## config.mk

```make
export PLATFORM = sky130hd
export DESIGN_NAME = sle_status_lamp_encoder
export DESIGN_NICKNAME = d
export VERILOG_FILES = /design/src/design/sle_blink_div.v /design/src/design/sle_status_lamp_encoder.v
export VERILOG_INCLUDE_DIRS = /design/src /design/src/shared
export SDC_FILE = /design/constraint.sdc
export NUM_CORES = 1
export LEC_CHECK = 0
export BUFFER_PORTS_ARGS = -buffer_cell sky130_fd_sc_hd__buf_2
export CELL_PAD_IN_SITES_DETAIL_PLACEMENT = 2
export CELL_PAD_IN_SITES_GLOBAL_PLACEMENT = 2
export CORE_ASPECT_RATIO = 1.5
export CORE_UTILIZATION = 31
export DETAILED_ROUTE_END_ITERATION = 12
export PLACE_DENSITY = 0.87
export SYNTH_ARGS = -nofsm -noshare
export SYNTH_HDL_FRONTEND = slang
export SYNTH_SLANG_ARGS = --single-unit
```

## constraint.sdc

```tcl
create_clock -name sys_clk_i -period 3.6 [get_ports sys_clk_i]
set_input_delay 0.36 -clock sys_clk_i [delete_from_list [all_inputs] [get_ports sys_clk_i]]
set_output_delay 0.36 -clock sys_clk_i [all_outputs]
set_load 0.01 [all_outputs]
```

## src/shared/sle_map.vh

```
// Constants for the status lamp encoder
`ifndef SLE_MAP_VH
`define SLE_MAP_VH
// Lamp colour codes: bit 1 green, bit 0 yellow
`define SLE_LAMP_OFF     2'h0
`define SLE_LAMP_YELLOW  2'h1
`define SLE_LAMP_GREEN   2'h2
// Blink half period in ns and clock period in ns
`define SLE_BLINK_HALF_NS 250000000
`define SLE_CLK_PERIOD_NS 10
// Operating state codes on state_code_i
`define SLE_ST_STOP      3'h0
`define SLE_ST_STARTUP   3'h1
`define SLE_ST_WARM      3'h2
`define SLE_ST_RUN       3'h3
`define SLE_ST_RUN_SYNC  3'h4
`define SLE_ST_RUN_PAIR  3'h5
`define SLE_ST_SYNCUP    3'h6
// Pattern selector codes
`define SLE_PAT_DARK     4'h0
`define SLE_PAT_TEST     4'h1
`define SLE_PAT_DEFECT   4'h2
`define SLE_PAT_FW_OK    4'h3
`define SLE_PAT_STOP     4'h4
`define SLE_PAT_SYNCUP   4'h5
`define SLE_PAT_WARM     4'h6
`define SLE_PAT_INTERNAL 4'h7
`define SLE_PAT_DIAG_MT  4'h8
`define SLE_PAT_DIAG     4'h9
`define SLE_PAT_MAINT    4'hA
`define SLE_PAT_RUN      4'hB
`define SLE_PAT_CLEAN    4'hC
`endif

```

## src/design/sle_blink_div.v

```verilog
// Shared blink divider producing a square phase and a toggle pulse
`timescale 1ns/1ps
`include "sle_map.vh"
module sle_blink_div #(
   parameter HALF_CYCLES = `SLE_BLINK_HALF_NS / `SLE_CLK_PERIOD_NS,
   parameter CW          = 25
) (
   // Clock and reset
   input  wire          sys_clk_i,
   input  wire          reset_n_i,
   // Blink outputs
   output reg           phase_o,
   output reg           tick_o
);

   reg [CW-1:0] cnt_q;

   // Count half period, flip phase at wrap
   always @(posedge sys_clk_i)
   begin
      if (!reset_n_i)
      begin
         cnt_q   <= {CW{1'b0}};
         phase_o <= 1'b0;
         tick_o  <= 1'b0;
      end
      else if (cnt_q == HALF_CYCLES[CW-1:0] - {{(CW-1){1'b0}}, 1'b1})
      begin
         cnt_q   <= {CW{1'b0}};
         phase_o <= ~phase_o;
         tick_o  <= 1'b1;
      end
      else
      begin
         cnt_q  <= cnt_q + {{(CW-1){1'b0}}, 1'b1};
         tick_o <= 1'b0;
      end
   end

endmodule

```

## src/design/sle_status_lamp_encoder.v

```verilog
// Status lamp encoder: front lamps and six port link lamps
`timescale 1ns/1ps
`include "sle_map.vh"
module sle_status_lamp_encoder #(
   parameter NPORT       = 6,
   parameter BLINK_HALF  = `SLE_BLINK_HALF_NS / `SLE_CLK_PERIOD_NS,
   parameter BLINK_CW    = 25
) (
   // Clock and reset
   input  wire             sys_clk_i,
   input  wire             reset_n_i,
   // Supply and test conditions
   input  wire             supply_ok_i,
   input  wire             boot_i,
   input  wire             lamp_test_i,
   // Fault and firmware conditions
   input  wire             defect_i,
   input  wire             fw_fail_i,
   input  wire             fw_ok_i,
   // Operating and system state
   input  wire [2:0]       state_code_i,
   input  wire             init_done_i,
   input  wire             internal_act_i,
   input  wire             partner_paired_i,
   // Diagnostic conditions
   input  wire             diag_event_i,
   input  wire             maint_demand_i,
   input  wire             force_job_i,
   input  wire             fcycle_warn_i,
   input  wire             safety_off_i,
   input  wire             card_space_low_i,
   // Link port conditions
   input  wire [NPORT-1:0] link_up_i,
   input  wire [NPORT-1:0] link_act_i,
   // Front lamps
   output reg  [1:0]       run_stop_lamp_o,
   output reg              error_lamp_o,
   output reg              maintenance_lamp_o,
   // Link lamps, two bits per port: green high, yellow low
   output reg  [2*NPORT-1:0] link_lamp_o,
   // Status
   output reg              paired_run_o,
   output reg              card_write_abort_o
);

   // Pattern code and combinational lamp drive
   wire                 blink;
   reg  [3:0]           pat;
   reg  [1:0]           rs_d;
   reg                  er_d;
   reg                  mt_d;
   wire                 paired;
   wire [2*NPORT-1:0]   link_d;

   // One divider feeds every flashing lamp
   sle_blink_div #(
      .HALF_CYCLES (BLINK_HALF),
      .CW          (BLINK_CW)
   ) u_blink (
      .sys_clk_i   (sys_clk_i),
      .reset_n_i   (reset_n_i),
      .phase_o     (blink),
      .tick_o      ()
   );

   // Operating state decode, one flag per state code except run and run sync
   wire       st_stop     = (state_code_i == `SLE_ST_STOP);
   wire       st_startup  = (state_code_i == `SLE_ST_STARTUP);
   wire       st_warm     = (state_code_i == `SLE_ST_WARM);
   wire       st_run_pair = (state_code_i == `SLE_ST_RUN_PAIR);
   wire       st_syncup   = (state_code_i == `SLE_ST_SYNCUP);

   // Paired run counts only when both units agree; a lone unit
   // in paired run still keeps its maintenance lamp lit
   assign paired = st_run_pair && partner_paired_i;

   // Condition groups, one per pattern, in falling priority
   wire       c_dark     = ~supply_ok_i;
   wire       c_test     = boot_i | lamp_test_i;
   wire       c_defect   = defect_i | fw_fail_i;
   wire       c_fw_ok    = fw_ok_i;
   wire       c_warm     = st_warm;
   wire       c_syncup   = st_syncup;
   wire       c_internal = internal_act_i & ~paired;
   wire       c_stop     = st_stop | st_startup | init_done_i;
   wire       c_diag_mt  = diag_event_i & maint_demand_i;
   wire       c_diag     = diag_event_i & paired;
   wire       c_maint    = maint_demand_i;
   wire       c_flag     = force_job_i | fcycle_warn_i | safety_off_i;
   wire       c_run      = ~paired | c_flag;

   // Flash shapes, all cut from the one shared phase
   wire [1:0] fl_yg      = blink ? `SLE_LAMP_GREEN : `SLE_LAMP_YELLOW;
   wire [1:0] fl_y       = blink ? `SLE_LAMP_YELLOW : `SLE_LAMP_OFF;
   wire [1:0] fl_g       = blink ? `SLE_LAMP_GREEN : `SLE_LAMP_OFF;

   // Pattern selection by fixed priority
   // Unused state codes fall through to the run pattern, maintenance lit
   always @*
   begin
      pat = `SLE_PAT_CLEAN;
      if (c_dark)
         pat = `SLE_PAT_DARK;
      else if (c_test)
         pat = `SLE_PAT_TEST;
      else if (c_defect)
         pat = `SLE_PAT_DEFECT;
      else if (c_fw_ok)
         pat = `SLE_PAT_FW_OK;
      else if (c_warm)
         pat = `SLE_PAT_WARM;
      else if (c_syncup)
         pat = `SLE_PAT_SYNCUP;
      else if (c_internal)
         pat = `SLE_PAT_INTERNAL;
      else if (c_stop)
         pat = `SLE_PAT_STOP;
      else if (c_diag_mt)
         pat = `SLE_PAT_DIAG_MT;
      else if (c_diag)
         pat = `SLE_PAT_DIAG;
      else if (c_maint)
         pat = `SLE_PAT_MAINT;
      else if (c_run)
         pat = `SLE_PAT_RUN;
      else
         pat = `SLE_PAT_CLEAN;
   end

   // Pattern to lamp drive, every flash from the shared phase
   always @*
   begin
      rs_d = `SLE_LAMP_OFF;
      er_d = 1'b0;
      mt_d = 1'b0;
      case (pat)
         // Supply missing: everything dark
         `SLE_PAT_DARK:
         begin
            rs_d = `SLE_LAMP_OFF;
            er_d = 1'b0;
            mt_d = 1'b0;
         end

         // Boot, insertion or flash test: all three flash
         `SLE_PAT_TEST:
         begin
            rs_d = fl_yg;
            er_d = blink;
            mt_d = blink;
         end

         // Defect or failed update
         `SLE_PAT_DEFECT:
         begin
            rs_d = `SLE_LAMP_YELLOW;
            er_d = blink;
            mt_d = blink;
         end

         // Update done
         `SLE_PAT_FW_OK:
         begin
            rs_d = `SLE_LAMP_YELLOW;
            er_d = 1'b0;
            mt_d = blink;
         end

         // Stopped, starting or init complete
         `SLE_PAT_STOP:
         begin
            rs_d = `SLE_LAMP_YELLOW;
            er_d = 1'b0;
            mt_d = 1'b1;
         end

         // Primary startup, backup syncup
         `SLE_PAT_SYNCUP:
         begin
            rs_d = fl_yg;
            er_d = 1'b0;
            mt_d = 1'b1;
         end

         // Warm restart
         `SLE_PAT_WARM:
         begin
            rs_d = fl_y;
            er_d = 1'b0;
            mt_d = 1'b0;
         end

         // Internal activity outside paired run
         `SLE_PAT_INTERNAL:
         begin
            rs_d = fl_y;
            er_d = 1'b0;
            mt_d = 1'b1;
         end

         // Diagnostic event with maintenance demand
         `SLE_PAT_DIAG_MT:
         begin
            rs_d = `SLE_LAMP_GREEN;
            er_d = blink;
            mt_d = 1'b1;
         end

         // Diagnostic event in paired run
         `SLE_PAT_DIAG:
         begin
            rs_d = `SLE_LAMP_GREEN;
            er_d = blink;
            mt_d = 1'b0;
         end

         // Plant maintenance demanded
         `SLE_PAT_MAINT:
         begin
            rs_d = `SLE_LAMP_GREEN;
            er_d = 1'b0;
            mt_d = 1'b1;
         end

         // Run class or an active flag
         `SLE_PAT_RUN:
         begin
            rs_d = `SLE_LAMP_GREEN;
            er_d = 1'b0;
            mt_d = 1'b1;
         end

         // Clean paired run
         `SLE_PAT_CLEAN:
         begin
            rs_d = `SLE_LAMP_GREEN;
            er_d = 1'b0;
            mt_d = 1'b0;
         end

         // Unused pattern code: dark
         default:
         begin
            rs_d = `SLE_LAMP_OFF;
            er_d = 1'b0;
            mt_d = 1'b0;
         end
      endcase
   end

   // Register front lamps, one cycle behind the inputs
   always @(posedge sys_clk_i)
   begin
      if (!reset_n_i)
      begin
         run_stop_lamp_o    <= `SLE_LAMP_OFF;
         error_lamp_o       <= 1'b0;
         maintenance_lamp_o <= 1'b0;
      end
      else
      begin
         run_stop_lamp_o    <= rs_d;
         error_lamp_o       <= er_d;
         maintenance_lamp_o <= mt_d;
      end
   end

   // Register status flags
   // Space shortage aborts writes but leaves paired run standing
   always @(posedge sys_clk_i)
   begin
      if (!reset_n_i)
      begin
         paired_run_o       <= 1'b0;
         card_write_abort_o <= 1'b0;
      end
      else
      begin
         paired_run_o       <= paired;
         card_write_abort_o <= paired && card_space_low_i;
      end
   end

   // Per port link lamp next value, one generate entry per port
   // Flash test overrides traffic so every link lamp blinks together
   genvar gi;
   generate
      for (gi = 0; gi < NPORT; gi = gi + 1)
      begin : g_link
         reg [1:0] lk_d;

         // Priority: supply, flash test, connection, traffic
         always @*
         begin
            lk_d = `SLE_LAMP_OFF;
            if (!supply_ok_i)
               lk_d = `SLE_LAMP_OFF;
            else if (lamp_test_i)
               lk_d = fl_g;
            else if (!link_up_i[gi])
               lk_d = `SLE_LAMP_OFF;
            else if (link_act_i[gi])
               lk_d = fl_yg;
            else
               lk_d = `SLE_LAMP_GREEN;
         end
         assign link_d[2*gi+1:2*gi] = lk_d;
      end
   endgenerate

   // Register link lamps, one process for the whole vector
   always @(posedge sys_clk_i)
   begin
      if (!reset_n_i)
         link_lamp_o <= {NPORT{`SLE_LAMP_OFF}};
      else
         link_lamp_o <= link_d;
   end

endmodule

```

Yosys cells after proc, flatten, opt, wreduce, memory -nomap -nowiden
Index checks and enable logic that the tools add are counted.

operators by class
  $add $sub $neg = 1
  equal/unequal tests = 17
  multiplexer cells = 35
  bitwise gates (word level) = 13
  reductions and logical operators = 13

operators with widths
  kind                     number
  $mux W2                  20
  $mux W4                  8
  $add A25 B1 Y25 const B  1
  $eq A25 B25 Y1 const B   1
  $eq A4 B4 Y1 const B     5
  $eq A4 B3 Y1 const B     4
  $mux W3                  4
  $eq A4 B2 Y1 const B     2
  $pmux W2 S4              1
  $or A1 B1 Y1             7
  $eq A3 B3 Y1 const B     2
  $reduce_or A2 Y1         3
  $reduce_or A3 Y1         2
  $reduce_or A6 Y1         1
  $reduce_or A5 Y1         1
  $eq A4 B1 Y1 const B     1
  $reduce_and A2 Y1        2
  $reduce_or A4 Y1         1
  $and A1 B1 Y1            3
  $eq A3 B1 Y1 const B     1
  $eq A3 B2 Y1 const B     1
  $logic_not A3 Y1         1
  $not A1 Y1               3
  $logic_and A1 B1 Y1      2
  other kinds (2)          2

word-level totals
  bits in registers = 44
  input port bits = 32
  output and inout bits = 18
  logic and storage cells = 87

Depth between registers and ports, before layout
Gate-level depths: netlist (run 1).

  depth in word-level cells = 19
  gate-level depth with buffers = 8
  mapped depth without buffers = 5

By module
A second synthesis (run 1) with hierarchy kept.

second synthesis, totals
  cells, all modules = 240
  area total of the unflattened synthesis = 2194.6 µm²

by module, submodules not included
  module                   instances  cells each  area an instance (µm²)  sequential area each (µm²)
  sle_blink_div            1          145         1270.0                  540.5
  sle_status_lamp_encoder  1          95          924.6                   360.3

Least setup slack after synthesis (run 1)
Ideal clock, no wire load.

  kind = input port to flip-flop
  start = input port state_code_i[1]
  end = register maintenance_lamp_o
  library setup time = 118 ps
  arrival time = 1933 ps
  required time = 3482 ps
  slack = 1549 ps
  cell stages on the path = 6
  path buffers = 1
  cell sequence = buf_6 > and4b_4 > o32a_4 > o311ai_4 > or4b_1 > o2111a_1

between the ends
  longest elaborated chain between the ends = 19
  elaborated cells on any way between the ends = 36
  classes of those cells = eq/ne (13); mux (13); bitwise (6); reduce/logical (4)

RTL lines
  element                                                         line                                                        text
  start, declared                                                 sle_status_lamp_encoder.v:21                                input wire [2:0] state_code_i,
  $eq A3 B3 Y1 (no line)                                          n/a
  $logic_and A1 B1 Y1                                             sle_status_lamp_encoder.v:75                                assign paired = st_run_pair && partner_paired_i;
  $not A1 Y1                                                      sle_status_lamp_encoder.v:84, sle_status_lamp_encoder.v:90
  $or A1 B1 Y1                                                    sle_status_lamp_encoder.v:90                                wire c_run = ~paired | c_flag;
  $mux W3                                                         sle_status_lamp_encoder.v:124                               else if (c_run)
  $mux W3                                                         sle_status_lamp_encoder.v:122                               else if (c_maint)
  $mux W3                                                         sle_status_lamp_encoder.v:120                               else if (c_diag)
  $mux W3                                                         sle_status_lamp_encoder.v:118                               else if (c_diag_mt)
  (+3 left out)                                                   n/a
  $mux W4 (*)                                                     sle_status_lamp_encoder.v:110                               else if (c_warm)
  $mux W4 (*)                                                     sle_status_lamp_encoder.v:108                               else if (c_fw_ok)
  $mux W4 (*)                                                     sle_status_lamp_encoder.v:106                               else if (c_defect)
  $mux W4 (*)                                                     sle_status_lamp_encoder.v:104                               else if (c_test)
  $mux W4 (*)                                                     sle_status_lamp_encoder.v:102                               if (c_dark)
  $eq A4 B4 Y1, or another cell as far along                      sle_status_lamp_encoder.v:136                               case (pat)
  $reduce_or A6 Y1 (no line) or $reduce_or A3 Y1 (tied branches)  n/a
  $pmux W1 S2 (*)                                                 sle_status_lamp_encoder.v:136
  end signal, assigned                                            sle_status_lamp_encoder.v:264                               maintenance_lamp_o <= mt_d;
  end, declared                                                   sle_status_lamp_encoder.v:38                                output reg maintenance_lamp_o,

Every way passes the cells marked *; elsewhere a longest branch is shown, timed or not.
A chain may end at the register's enable or synchronous reset.

Worst setup path after layout (run 1)
  start = register u_blink.cnt_q[3]
  end = register u_blink.cnt_q[4]

between the ends
  longest elaborated chain between the ends = 2
  elaborated cells on any way between the ends = 3
  classes of those cells = add/sub (1); eq/ne (1); reduce/logical (1)

RTL lines
  element                                                  line                text
  start, declared                                          sle_blink_div.v:16  reg [CW-1:0] cnt_q;
  start signal, assigned                                   sle_blink_div.v:23  cnt_q <= {CW{1'b0}};
  start signal, assigned                                   sle_blink_div.v:29  cnt_q <= {CW{1'b0}};
  start signal, assigned                                   sle_blink_div.v:35  cnt_q <= cnt_q + {{(CW-1){1'b0}}, 1'b1};
  branches (longest 2 deep; another with $add A25 B1 Y25)  n/a

Several ways; the timed one is not identified.

==> impl_summary.log, run 1 <==
INFO  metric status = finished, final reports clean
INFO  metric synth_cells = 236
INFO  metric cts-buffers-inserted = 5
INFO  metric syn-num-nets = about 270
INFO  metric finalCritPeriodShare = between 50% and 60%
INFO  metric post-route-util = 37.9%
INFO  metric port-buffer-count = 49
INFO  metric timing.fmax = about 470 MHz
INFO  metric ctsHtreeMaxLevel = 2
INFO  metric worst_setup_path_start_kind = flip-flop
INFO  metric grt_remaining_overflow = 0
INFO  metric num_rows = 36
INFO  metric async_reset_ff_share = 0%
INFO  metric clock-skew-final = 0.00970 ns
INFO  metric netSwitchingFraction = about a quarter
INFO  metric grt_antenna_before_repair = 0
INFO  metric viasPerCell = ~5.4
INFO  metric die_height = 102 µm
INFO  metric ys_dominant_reg_cell = sky130_fd_sc_hd__dfxtp_1
INFO  metric timing.setup.tns = 0 ns
INFO  metric cp_data_required_time = 3.79 ns
INFO  metric synth-warning-count = 0
INFO  metric wl = between 6000 and 7000 µm
INFO  metric grt_first_pass_wirelength = roughly 10000 µm
INFO  metric final-hold-violation-count = 0
INFO  metric critical_path_arrival = 2.33 ns
INFO  metric routed_wirelength_normalized_by_instance_count = 17.1 µm
INFO  metric cell_area_after_technology_mapping = 0.00208 mm²
INFO  metric clkSlewWorstSetupHoldPaths = about 0.07 ns
INFO  metric clockRootBuffer = sky130_fd_sc_hd__clkbuf_8
INFO  metric part_of_the_power_in_registers = 56.5%
INFO  metric synth_edf_count = 0
INFO  metric worst_ir_drop_vdd = 152 µV
INFO  metric setup_violations = 0
INFO  metric timing.critical_path.fanout_max = 16
INFO  metric die_area = 0.00705 mm²
INFO  metric first_global_vias = roughly 2100
INFO  metric tritoncts = built
INFO  metric slew_headroom = 43.6%
INFO  metric start_util = between 30 and 40%
INFO  metric power_density = ~360 mW/mm²
INFO  metric gr-usage-all-layers = 19.2%
INFO  metric drtIter0Drc = 79
INFO  metric leakagePower = 1.01 nW
INFO  metric cp-end-kind = flip-flop
INFO  metric place.detailed.hpwl = ~4800 µm
INFO  metric antenna_left = 0
INFO  metric cts-resized-gates = 0
INFO  metric grt_max_degree = 17
INFO  metric power_frac_clock = 33.6%
INFO  metric final_layout_size_suffix_gt1_share = 24.6%
INFO  metric timing_max_transition_violations_final = 0
INFO  metric cts_num_sinks = 44
INFO  metric rsz_0062_raised_after_global_routing = no
INFO  metric worst_tran_pin_value = 0.835 ns
INFO  metric gp_routability_congestion = between 0.8 and 0.9
INFO  metric syn_area_per_cell = 8.82 µm²
INFO  metric fp.dieW = 68.9 µm
INFO  metric comb_power_share = about a tenth
INFO  metric flip_flop_and_latch_count_after_synthesis = 44
INFO  metric post-route-drc-count = 0
INFO  metric insertion_delay = 0.30 ns
INFO  metric clock_tree.buffer_depth = 2
INFO  metric antennaDiodeCount = 0
INFO  metric top_level_port_count = 50
INFO  metric min_period = ~2.1 ns
INFO  metric max_cap_violations = 0
INFO  metric intPower = 0.661 mW
INFO  metric synth_cell_type_count = 48
INFO  metric power.switching = 0.217 mW
INFO  metric detailroute.via_count = roughly 1900
INFO  metric min_path_type = in2reg
INFO  metric core_area = approximately 0.0065 mm²
INFO  metric layout-area-overhead-vs-synth = 18.3%
INFO  metric finish.net_count = 317
INFO  metric hold_buffers = 0
INFO  metric first_pass_iters = 4
INFO  metric post-cts-setup-buffers = 0
INFO  metric synth_sequential_area_ratio = between 40 and 50%
INFO  metric path_class = reg2reg
==> synth_stat cells, drive strengths merged (2+ instances only) <==
cell,number,area (µm²)
nand4b,2,17.5
and3,7,45.1
nor2,46,173
buf,4,26.3
nand3b,2,15.0
or3,2,12.5
nor3b,2,15.0
nor3,10,50.1
nand4,7,43.8
clkbuf,5,18.8
nor2b,2,12.5
and4,4,35.0
nand2,13,48.8
and2,6,38.8
a21oi,6,30.0
inv,7,26.3
xnor2,15,131
o221a,6,67.6
o41ai,2,17.5
a31oi,2,12.5
nand3,8,40.0
dfxtp,44,881
xor2,9,78.8
nor4,4,25.0
==> area by class of cell <==
| type | count | area [µm²] |
|---|---|---|
| Fill cell | 781 | 4030 |
| Multi-Input combinational cell | 176 | 1130 |
| Sequential cell | 44 | 881 |
| Timing Repair Buffer | 50 | 253 |
| Tap cell | 76 | 95.1 |
| Clock buffer | 6 | 72.6 |
| Inverter | 7 | 26.3 |
| Clock inverter | 1 | 5.00 |
==> placed cells by master (no fill, tap or decap), drive strengths merged, types with 7 or more instances in the layout <==
cell,instances
nor2,46
inv,7
xnor2,15
dfxtp,44
nand4,7
xor2,9
buf,50
nand3,8
nand2,13
nor3,10
and3,7
==> power groups by stage <==
| stage | combinational [mW] | clock, mW | sequential (mW) |
|---|---|---|---|
| finish | 0.0873 | 0.295 | 0.496 |
| global route | 0.0965 | 0.325 | 0.497 |
| CTS | 0.0881 | 0.304 | 0.496 |
| detailed placement | 0.0875 | 0 | 0.508 |
| global placement | 0.0831 | 0 | 0.507 |
| floorplan | 0.0459 | 0 | 0.509 |
==> final timing paths <==
path / startpoint / endpoint / slack (ns) / cells past startpoint
worst min-delay path: link_up_i[0] / link_lamp_o[0] / 0.31 / 2
worst min register to register: u_blink.cnt_q[0] / u_blink.cnt_q[0] / 0.45 / 1
worst max-delay path: u_blink.cnt_q[3] / u_blink.cnt_q[4] / 1.45 / 6
worst max register to register: u_blink.cnt_q[3] / u_blink.cnt_q[4] / 1.45 / 6
==> cell families after synthesis <==
group,after synthesis,synth area share [%]
simple gates,121,30.2
flops,44,42.3
compound gates,30,13.3
xor+xnor,24,10.1
buf+inv,16,3.43
fa+ha+maj,1,0.601
==> routing by layer <==
layer,vias up,GRT usage (%),wire length [µm]
li1,928,-,-
met1,941,19.1,2190
met2,43,35.2,3480
met3,21,3.91,196
met4,0,11.0,276
met5,-,0,0
==> through the flow <==
step	cell area [µm²]	power [mW]	hold slack [ns]	std cells	worst slack, ns
global placement	2380	0.590	0.422	353	1.40
CTS	2460	0.889	0.305	360	1.41
global route	2460	0.919	0.309	360	1.23
floorplan	2080	0.555	0.413	236	1.55
detailed placement	2380	0.595	0.435	353	1.37
finish	2460	0.879	0.305	360	1.45
==> registers in the layout, indices dropped and copies added, names as in the netlist <==
signal	flops
u_blink.cnt_q	25
error_lamp_o	1
link_lamp_o	12
maintenance_lamp_o	1
card_write_abort_o	1
run_stop_lamp_o	2
paired_run_o	1
u_blink.phase_o	1
==> worst max-delay path, cell delays in order, from the launching register on <==
cell and delay [ns]:
sky130_fd_sc_hd__dfxtp_1 0.43, sky130_fd_sc_hd__and4_1 0.34, sky130_fd_sc_hd__nand2_1 0.11, sky130_fd_sc_hd__nor4_1 0.38, sky130_fd_sc_hd__nand2b_1 0.41, sky130_fd_sc_hd__buf_4 0.29, sky130_fd_sc_hd__nor2_1 0.07
No activity file was read; power rests on OpenSTA's default activity.
==> inputs of run 2 (changes only) <==
- CORE_UTILIZATION: 31 -> 28
- PLACE_DENSITY: 0.87 -> 0.84
- clock period: 3.6 -> 1.8 ns (I/O delays scaled with it)
==> run 2 against run 1 <==
  * Flip-flop and latch count did not move
  * Power up 140%
  * Register-to-register slack worse by 1.4 ns
  * Clock-buffer cell count is 1 higher
  * Non-clock buffer count increased by 32
  * Die area grew 10%
  * Highest routed layer unchanged
  * Largest power group unchanged
  * Routed wire length up 13%
  * Sequential power is 100% higher
  * Largest cell class unchanged
  * Worst setup slack worse by 1.4 ns
  * First-iteration DRC count is 32% lower
  * Combinational power rose to 2.6 times the previous value
  * Clock skew up 0.0036 ns
==> impl_summary.log, run 2 (same netlist as run 1, synthesis figures left out) <==
INFO  metric status = finished, final reports clean
INFO  metric finish.net_count = 349
INFO  metric layout-area-overhead-vs-synth = 38.2%
INFO  metric final-hold-violation-count = 0
INFO  metric post-route-util = 39.8%
INFO  metric port-buffer-count = 49
INFO  metric drtIter0Drc = 54
INFO  metric antenna_left = 0
INFO  metric finalCritPeriodShare = 98.7%
INFO  metric gp_routability_congestion = 0.831
INFO  metric min_path_type = in2reg
INFO  metric critical-path-top-cell-by-count = sky130_fd_sc_hd__nor4_4
INFO  metric hold_depth = 2
INFO  metric timing.critical_path.fanout_max = 13
INFO  metric timing_max_transition_violations_final = 0
INFO  metric start_util = 28.8%
INFO  metric max_cap_violations = 0
INFO  metric first_global_vias = 2309
INFO  metric slew_headroom = 69.9%
INFO  metric antennaDiodeCount = 0
INFO  metric clkSlewWorstSetupHoldPaths = ~0.10 ns
INFO  metric first_pass_iters = 2
INFO  metric ctsHtreeMaxLevel = 2
INFO  metric place.detailed.hpwl = 5150 µm
INFO  metric die_height = 108 µm
INFO  metric worst_setup_path_startpoint = u_blink.cnt_q[17]
INFO  metric critical-path-slowest-cell = sky130_fd_sc_hd__dfxtp_2
INFO  metric cts-buffers-inserted = 5
INFO  metric insertion_delay = 0.31 ns
INFO  metric grt_max_degree = 26
INFO  metric clockRootBuffer = sky130_fd_sc_hd__clkbuf_8
INFO  metric path_class = reg2reg
INFO  metric setup_violations = 0
INFO  metric viasPerCell = 5.00
INFO  metric reg_to_reg_critical_path_startpoint = u_blink.cnt_q[17]
INFO  metric rsz_0062_raised_after_global_routing = yes
INFO  metric worst_slack = between 0.02 and 0.025 ns
INFO  metric num_rows = 38
INFO  metric timing.fmax = approximately 560 MHz
INFO  metric finalPower = roughly 2.1 mW
INFO  metric hold_buffers = 0
INFO  metric pre_cts_slack = -0.0975 ns
INFO  metric fp.dieW = 72.4 µm
INFO  metric cts_num_sinks = 44
INFO  metric mostFrequentLayoutCells = sky130_fd_sc_hd__buf_2 (49), sky130_fd_sc_hd__nor2_1 (46), sky130_fd_sc_hd__dfxtp_1 (39), sky130_fd_sc_hd__buf_4 (31), sky130_fd_sc_hd__xnor2_1 (15)
INFO  metric post-route-drc-count = 0
INFO  metric min_period = 1.78 ns
INFO  metric critical_path_arrival = 1.97 ns
INFO  metric grt_antenna_before_repair = 0
INFO  metric leakagePower = 1.23 nW
INFO  metric reg_top3 = u_blink.cnt_q x25, link_lamp_o x12, run_stop_lamp_o x2
INFO  metric top_level_port_count = 50
INFO  metric core_area = 0.00723 mm²
INFO  metric wl = 6960 µm
INFO  metric cp-end-kind = flip-flop
INFO  metric routed_wirelength_normalized_by_instance_count = roughly 17 µm
INFO  metric tritoncts = built
INFO  metric worst_ir_drop_vdd = 264 µV
INFO  metric worst_tran_pin_value = 0.450 ns
INFO  metric clock-skew-final = 0.0133 ns
INFO  metric worstReg2RegEnd = u_blink.cnt_q[17]
INFO  metric gr-usage-all-layers = 18.5%
INFO  metric clock_tree.buffer_depth = 2
INFO  metric power_density = 719 mW/mm²
INFO  metric hold_path_startpoint = link_up_i[4]
INFO  metric largest_reg_flops = 25
INFO  metric detailroute.via_count = 2085
INFO  metric layout.cells.most_common = sky130_fd_sc_hd__buf_2
INFO  metric die_area = 0.00779 mm²
INFO  metric timing.hold.worst_endpoint = link_lamp_o[8]
INFO  metric worstRegToRegCells = 6
INFO  metric largest_register = u_blink.cnt_q
INFO  metric worst_setup_path_start_kind = flip-flop
INFO  metric worst-r2r-setup-slack = 0.02 ns
INFO  metric cp_data_required_time = slightly below 2 ns
INFO  metric final_layout_size_suffix_gt1_share = between 30 and 40%
INFO  metric critical_path.max_stage_delay = 0.38 ns
INFO  metric timing.critical_path.cells = nor4_4 -> nand4b_1 -> nor4_4 -> nand2b_4 -> buf_12 -> nor2_1
INFO  metric grt_first_pass_wirelength = 10900 µm
INFO  metric grt_remaining_overflow = 0
## run 2: metrics by stage
stage	cells	TNS (ns)	instance area [µm²]	hold slack, ns
after floorplan	236	0	2090	0.302
after global routing	417	-0.498	2880	0.117
after global placement	407	-0.0128	2660	0.421
final	417	0	2880	0.124
after CTS	415	0	2800	0.113
after detailed placement	407	-0.112	2660	0.430
## run 2: power breakdown
| group | total (mW) | leakage [nW] | internal (mW) | switching [mW] |
|---|---|---|---|---|
| Combinational | 0.229 | 0.809 | 0.110 | 0.118 |
| Sequential | 0.990 | 0.358 | 0.985 | 0.00493 |
| Clock | 0.850 | 0.0645 | 0.490 | 0.360 |
| Total | 2.07 | 1.23 | 1.59 | 0.483 |
## run 2: layout make-up
cell class | count | area [µm²]
Clock buffer | 7 | 96.3
Fill cell | 843 | 4350
Timing Repair Buffer | 82 | 523
Tap cell | 100 | 125
Clock inverter | 1 | 30.0
Sequential cell | 44 | 887
Inverter | 7 | 26.3
Multi-Input combinational cell | 176 | 1190
## run 2: worst max-delay path by stage
stage                                    end  slack, ns  cells past startpoint
after floorplan           maintenance_lamp_o     0.0006                      6
after global placement    maintenance_lamp_o      -0.01                      6
after detailed placement  maintenance_lamp_o       -0.1                      6
after CTS                  u_blink.cnt_q[13]      0.007                      6
after global routing       u_blink.cnt_q[17]      -0.06                      6
final                      u_blink.cnt_q[17]       0.02                      6
## run 2: critical path: cells and delay by family, from the launching register on
family | cells | cell delay, ns
and+or+nand+nor | 5 | 1.14
buffers and inverters | 1 | 0.14
DFF | 1 | 0.38
## run 2: timing repair
action                     4_1_cts  5_1_grt
setup endpoints to repair       23       25
gates cloned                     0        1
gates resized for setup          1       11
setup buffers                    0        1
hold endpoints to repair         0        0
pin swaps                        0        4
## run 2: metal layers
metal	vias up	track usage [%]	wire [µm]
li1	997	-	-
met1	1028	17.3	2500
met2	40	36.6	3980
met3	20	3.84	185
met4	0	8.96	299
met5	-	0	0
==> inputs of run 3 (changes only) <==
- CORE_UTILIZATION: 28 -> 31
- PLACE_DENSITY: 0.84 -> 0.87
- SKIP_LAST_GASP: unset -> 1
- clock period: 1.8 -> 1.91 ns (I/O delays scaled with it)
==> run 3 against run 2 <==
  * Die area is 9.5% lower
  * Clock skew is 0.0061 ns lower
  * Critical path depth is 1 higher
  * Worst hold slack gained 0.017 ns
  * Register-to-register slack gained 0.06 ns
  * Combinational power is 11% lower
  * Cell area down 5.3%
  * Sequential power down 5.6%
  * Flip-flop and latch count did not move
  * First-iteration DRC count rose by 11%
  * Power decreased by 10%
  * Critical path type unchanged
  * Critical endpoint is now u_blink.cnt_q[10]
==> impl_summary.log, run 3 (same netlist as run 1, synthesis figures left out) <==
INFO  metric port-buffer-count = 49
INFO  metric drtIter0Drc = 60
INFO  metric tritoncts = built
INFO  metric finalCritPeriodShare = 95.4%
INFO  metric post-route-util = 42.0%
INFO  metric power_frac_clock = 38.7%
INFO  metric worst_setup_path_startpoint = u_blink.cnt_q[19]
INFO  metric worst-r2r-setup-slack = 0.09 ns
INFO  metric start_util = ~32%
INFO  metric reg_top3 = u_blink.cnt_q x25, link_lamp_o x12, run_stop_lamp_o x2
INFO  metric detailroute.via_count = 2108
INFO  metric first_global_vias = 2386
INFO  metric clockRootBuffer = sky130_fd_sc_hd__clkbuf_8
INFO  metric power_density = just under 700 mW/mm²
INFO  metric post-cts-setup-buffers = 0
INFO  metric setup_violations = 0
INFO  metric dpl.cell_count = 380
INFO  metric power.switching = 0.446 mW
INFO  metric first_pass_iters = 4
INFO  metric grt_remaining_overflow = 0
INFO  metric clock_tree.buffer_depth = 2
INFO  metric routed_wirelength_normalized_by_instance_count = 18.6 µm
INFO  metric top_level_port_count = 50
INFO  metric antennaDiodeCount = 0
INFO  metric comb_power_share = between 10% and 20%
INFO  metric post-route-drc-count = 0
INFO  metric timing.critical_path.fanout_max = 19
INFO  metric final_layout_size_suffix_gt1_share = 32.7%
INFO  metric mostFrequentLayoutCells = sky130_fd_sc_hd__buf_2 (49), sky130_fd_sc_hd__nor2_1 (46), sky130_fd_sc_hd__dfxtp_1 (44), sky130_fd_sc_hd__buf_4 (27), sky130_fd_sc_hd__xnor2_1 (15)
INFO  metric gp_routability_congestion = 0.940
INFO  metric timing.fmax = 549 MHz
INFO  metric cp_data_required_time = 2.10 ns
INFO  metric worst_ir_drop_vdd = 315 µV
INFO  metric grt_max_degree = 20
INFO  metric fp.dieW = approximately 70 µm
INFO  metric worst_setup_path_start_kind = flip-flop
INFO  metric min_period = approximately 1.8 ns
INFO  metric ctsHtreeMaxLevel = 2
INFO  metric die_area = 0.00705 mm²
INFO  metric clock-skew-final = around 0.0072 ns
INFO  metric num_rows = 36
INFO  metric die_height = 102 µm
INFO  metric viasPerCell = 5.43
INFO  metric final-hold-violation-count = 0
INFO  metric finalPower = 1.86 mW
INFO  metric part_of_the_power_in_registers = 50.4%
INFO  metric timing.critical_path.cells = and4_1 -> nand2_1 -> nor4_2 -> buf_4 -> nand2b_1 -> buf_12 -> nor2_1
INFO  metric netSwitchingFraction = 24.0%
INFO  metric cts-buffers-inserted = 5
INFO  metric slew_headroom = slightly below 70%
INFO  metric cts_num_sinks = 44
INFO  metric grt_first_pass_wirelength = approximately 11000 µm
INFO  metric max_cap_violations = 0
INFO  metric crit_end = u_blink.cnt_q[10]
INFO  metric status = finished, final reports clean
INFO  metric antenna_left = 0
INFO  metric reg_to_reg_critical_path_startpoint = u_blink.cnt_q[19]
INFO  metric clkSlewWorstSetupHoldPaths = 0.09 ns
INFO  metric insertion_delay = ~0.29 ns
INFO  metric worstReg2RegEnd = u_blink.cnt_q[10]
INFO  metric min_path_type = in2reg
INFO  metric largest_register = u_blink.cnt_q
INFO  metric path_class = reg2reg
INFO  metric worstRegToRegCells = 7
INFO  metric intPower = 1.41 mW
INFO  metric layout.cells.most_common = sky130_fd_sc_hd__buf_2
INFO  metric place.detailed.hpwl = 5520 µm
INFO  metric layout.filler_cells = 769
INFO  metric gr-usage-all-layers = 22.1%
INFO  metric finish.cell_count_without_fillers = around 390
INFO  metric layout-area-overhead-vs-synth = 31.0%
INFO  metric critical-path-slowest-cell = sky130_fd_sc_hd__dfxtp_1
INFO  metric leakagePower = 1.16 nW
INFO  metric timing_max_transition_violations_final = 0
INFO  metric largest_reg_flops = 25
INFO  metric wl = 7230 µm
INFO  metric finish.net_count = 344
INFO  metric core_area = 0.00649 mm²
INFO  metric cp-end-kind = flip-flop
INFO  metric critical_path.max_stage_delay = 0.42 ns
INFO  metric worst_tran_pin_value = between 0.4 and 0.5 ns
INFO  metric critical_path_arrival = 2.01 ns
INFO  metric grt_antenna_before_repair = 0
==> run 3: changes by cell type in the layout (fill, tap and decap cells not counted), moves of 2 or more <==
| cell | change |
|---|---|
| sky130_fd_sc_hd__buf_4 | -4 |
| sky130_fd_sc_hd__clkbuf_8 | -2 |
| sky130_fd_sc_hd__dfxtp_1 | +5 |
| sky130_fd_sc_hd__dfxtp_2 | -5 |
| sky130_fd_sc_hd__nor4_4 | -2 |
==> run 3: power groups by stage <==
| stage | sequential, mW | clock (mW) | combinational (mW) |
|---|---|---|---|
| floorplan | 0.959 | 0 | 0.0866 |
| global placement | 0.954 | 0 | 0.189 |
| detailed placement | 0.955 | 0 | 0.201 |
| CTS | 0.935 | 0.729 | 0.205 |
| global route | 0.936 | 0.777 | 0.221 |
| finish | 0.935 | 0.718 | 0.204 |
==> run 3: per-stage QoR <==
step	cell area, µm²	setup slack [ns]	hold slack, ns	TNS (ns)
final	2730	0.0874	0.141	0
after global placement	2600	0.0400	0.419	0
after CTS	2710	0.0232	0.136	0
after global routing	2730	-0.0212	0.136	-0.166
after floorplan	2080	0.0283	0.313	0
after detailed placement	2600	-0.0782	0.443	-0.146
==> run 3: worst min path at each step <==
| stage | from | endpoint | slack (ns) | cells after the start |
|---|---|---|---|---|
| final | link_up_i[0] | link_lamp_o[0] | 0.14 | 2 |
| after global routing | card_space_low_i | card_write_abort_o | 0.14 | 2 |
| after CTS | card_space_low_i | card_write_abort_o | 0.14 | 2 |
| after detailed placement | link_up_i[2] | link_lamp_o[4] | 0.44 | 2 |
| after global placement | u_blink.cnt_q[0] | u_blink.cnt_q[0] | 0.42 | 1 |
| after floorplan | reset_n_i | u_blink.phase_o | 0.31 | 1 |
==> run 3: layout make-up <==
type / instances / area (µm²) / area share, %
flip-flops and latches: 44 / 881 / 32.3
well taps: 76 / 95.1 / 3.49
inverters: 7 / 26.3 / 0.964
repair buffers: 77 / 468 / 17.2
clock buffers: 5 / 68.8 / 2.53
clock inverters: 3 / 42.5 / 1.56
multi-input cells: 176 / 1140 / 42.0
==> run 3: timing repair <==
action	CTS	global route
endpoints found under the setup margin	25	25
gates resized for setup	1	2
pin swaps	0	0
hold buffers	0	0
==> run 3: routing by layer <==
layer,track usage [%],part of all wire (%),up-vias
met4,12.2,4.5,0
met2,42.1,57,51
met1,21.1,36,1042
met5,0,0,-
met3,3.79,2.4,24
li1,-,-,991
==> run 3: worst max-delay path: cells and delay by family, from the launching register on <==
family,cells,cell delay [ns]
flip-flops,1,0.42
AND/OR/NAND/NOR,5,0.95
buffers and inverters,2,0.34
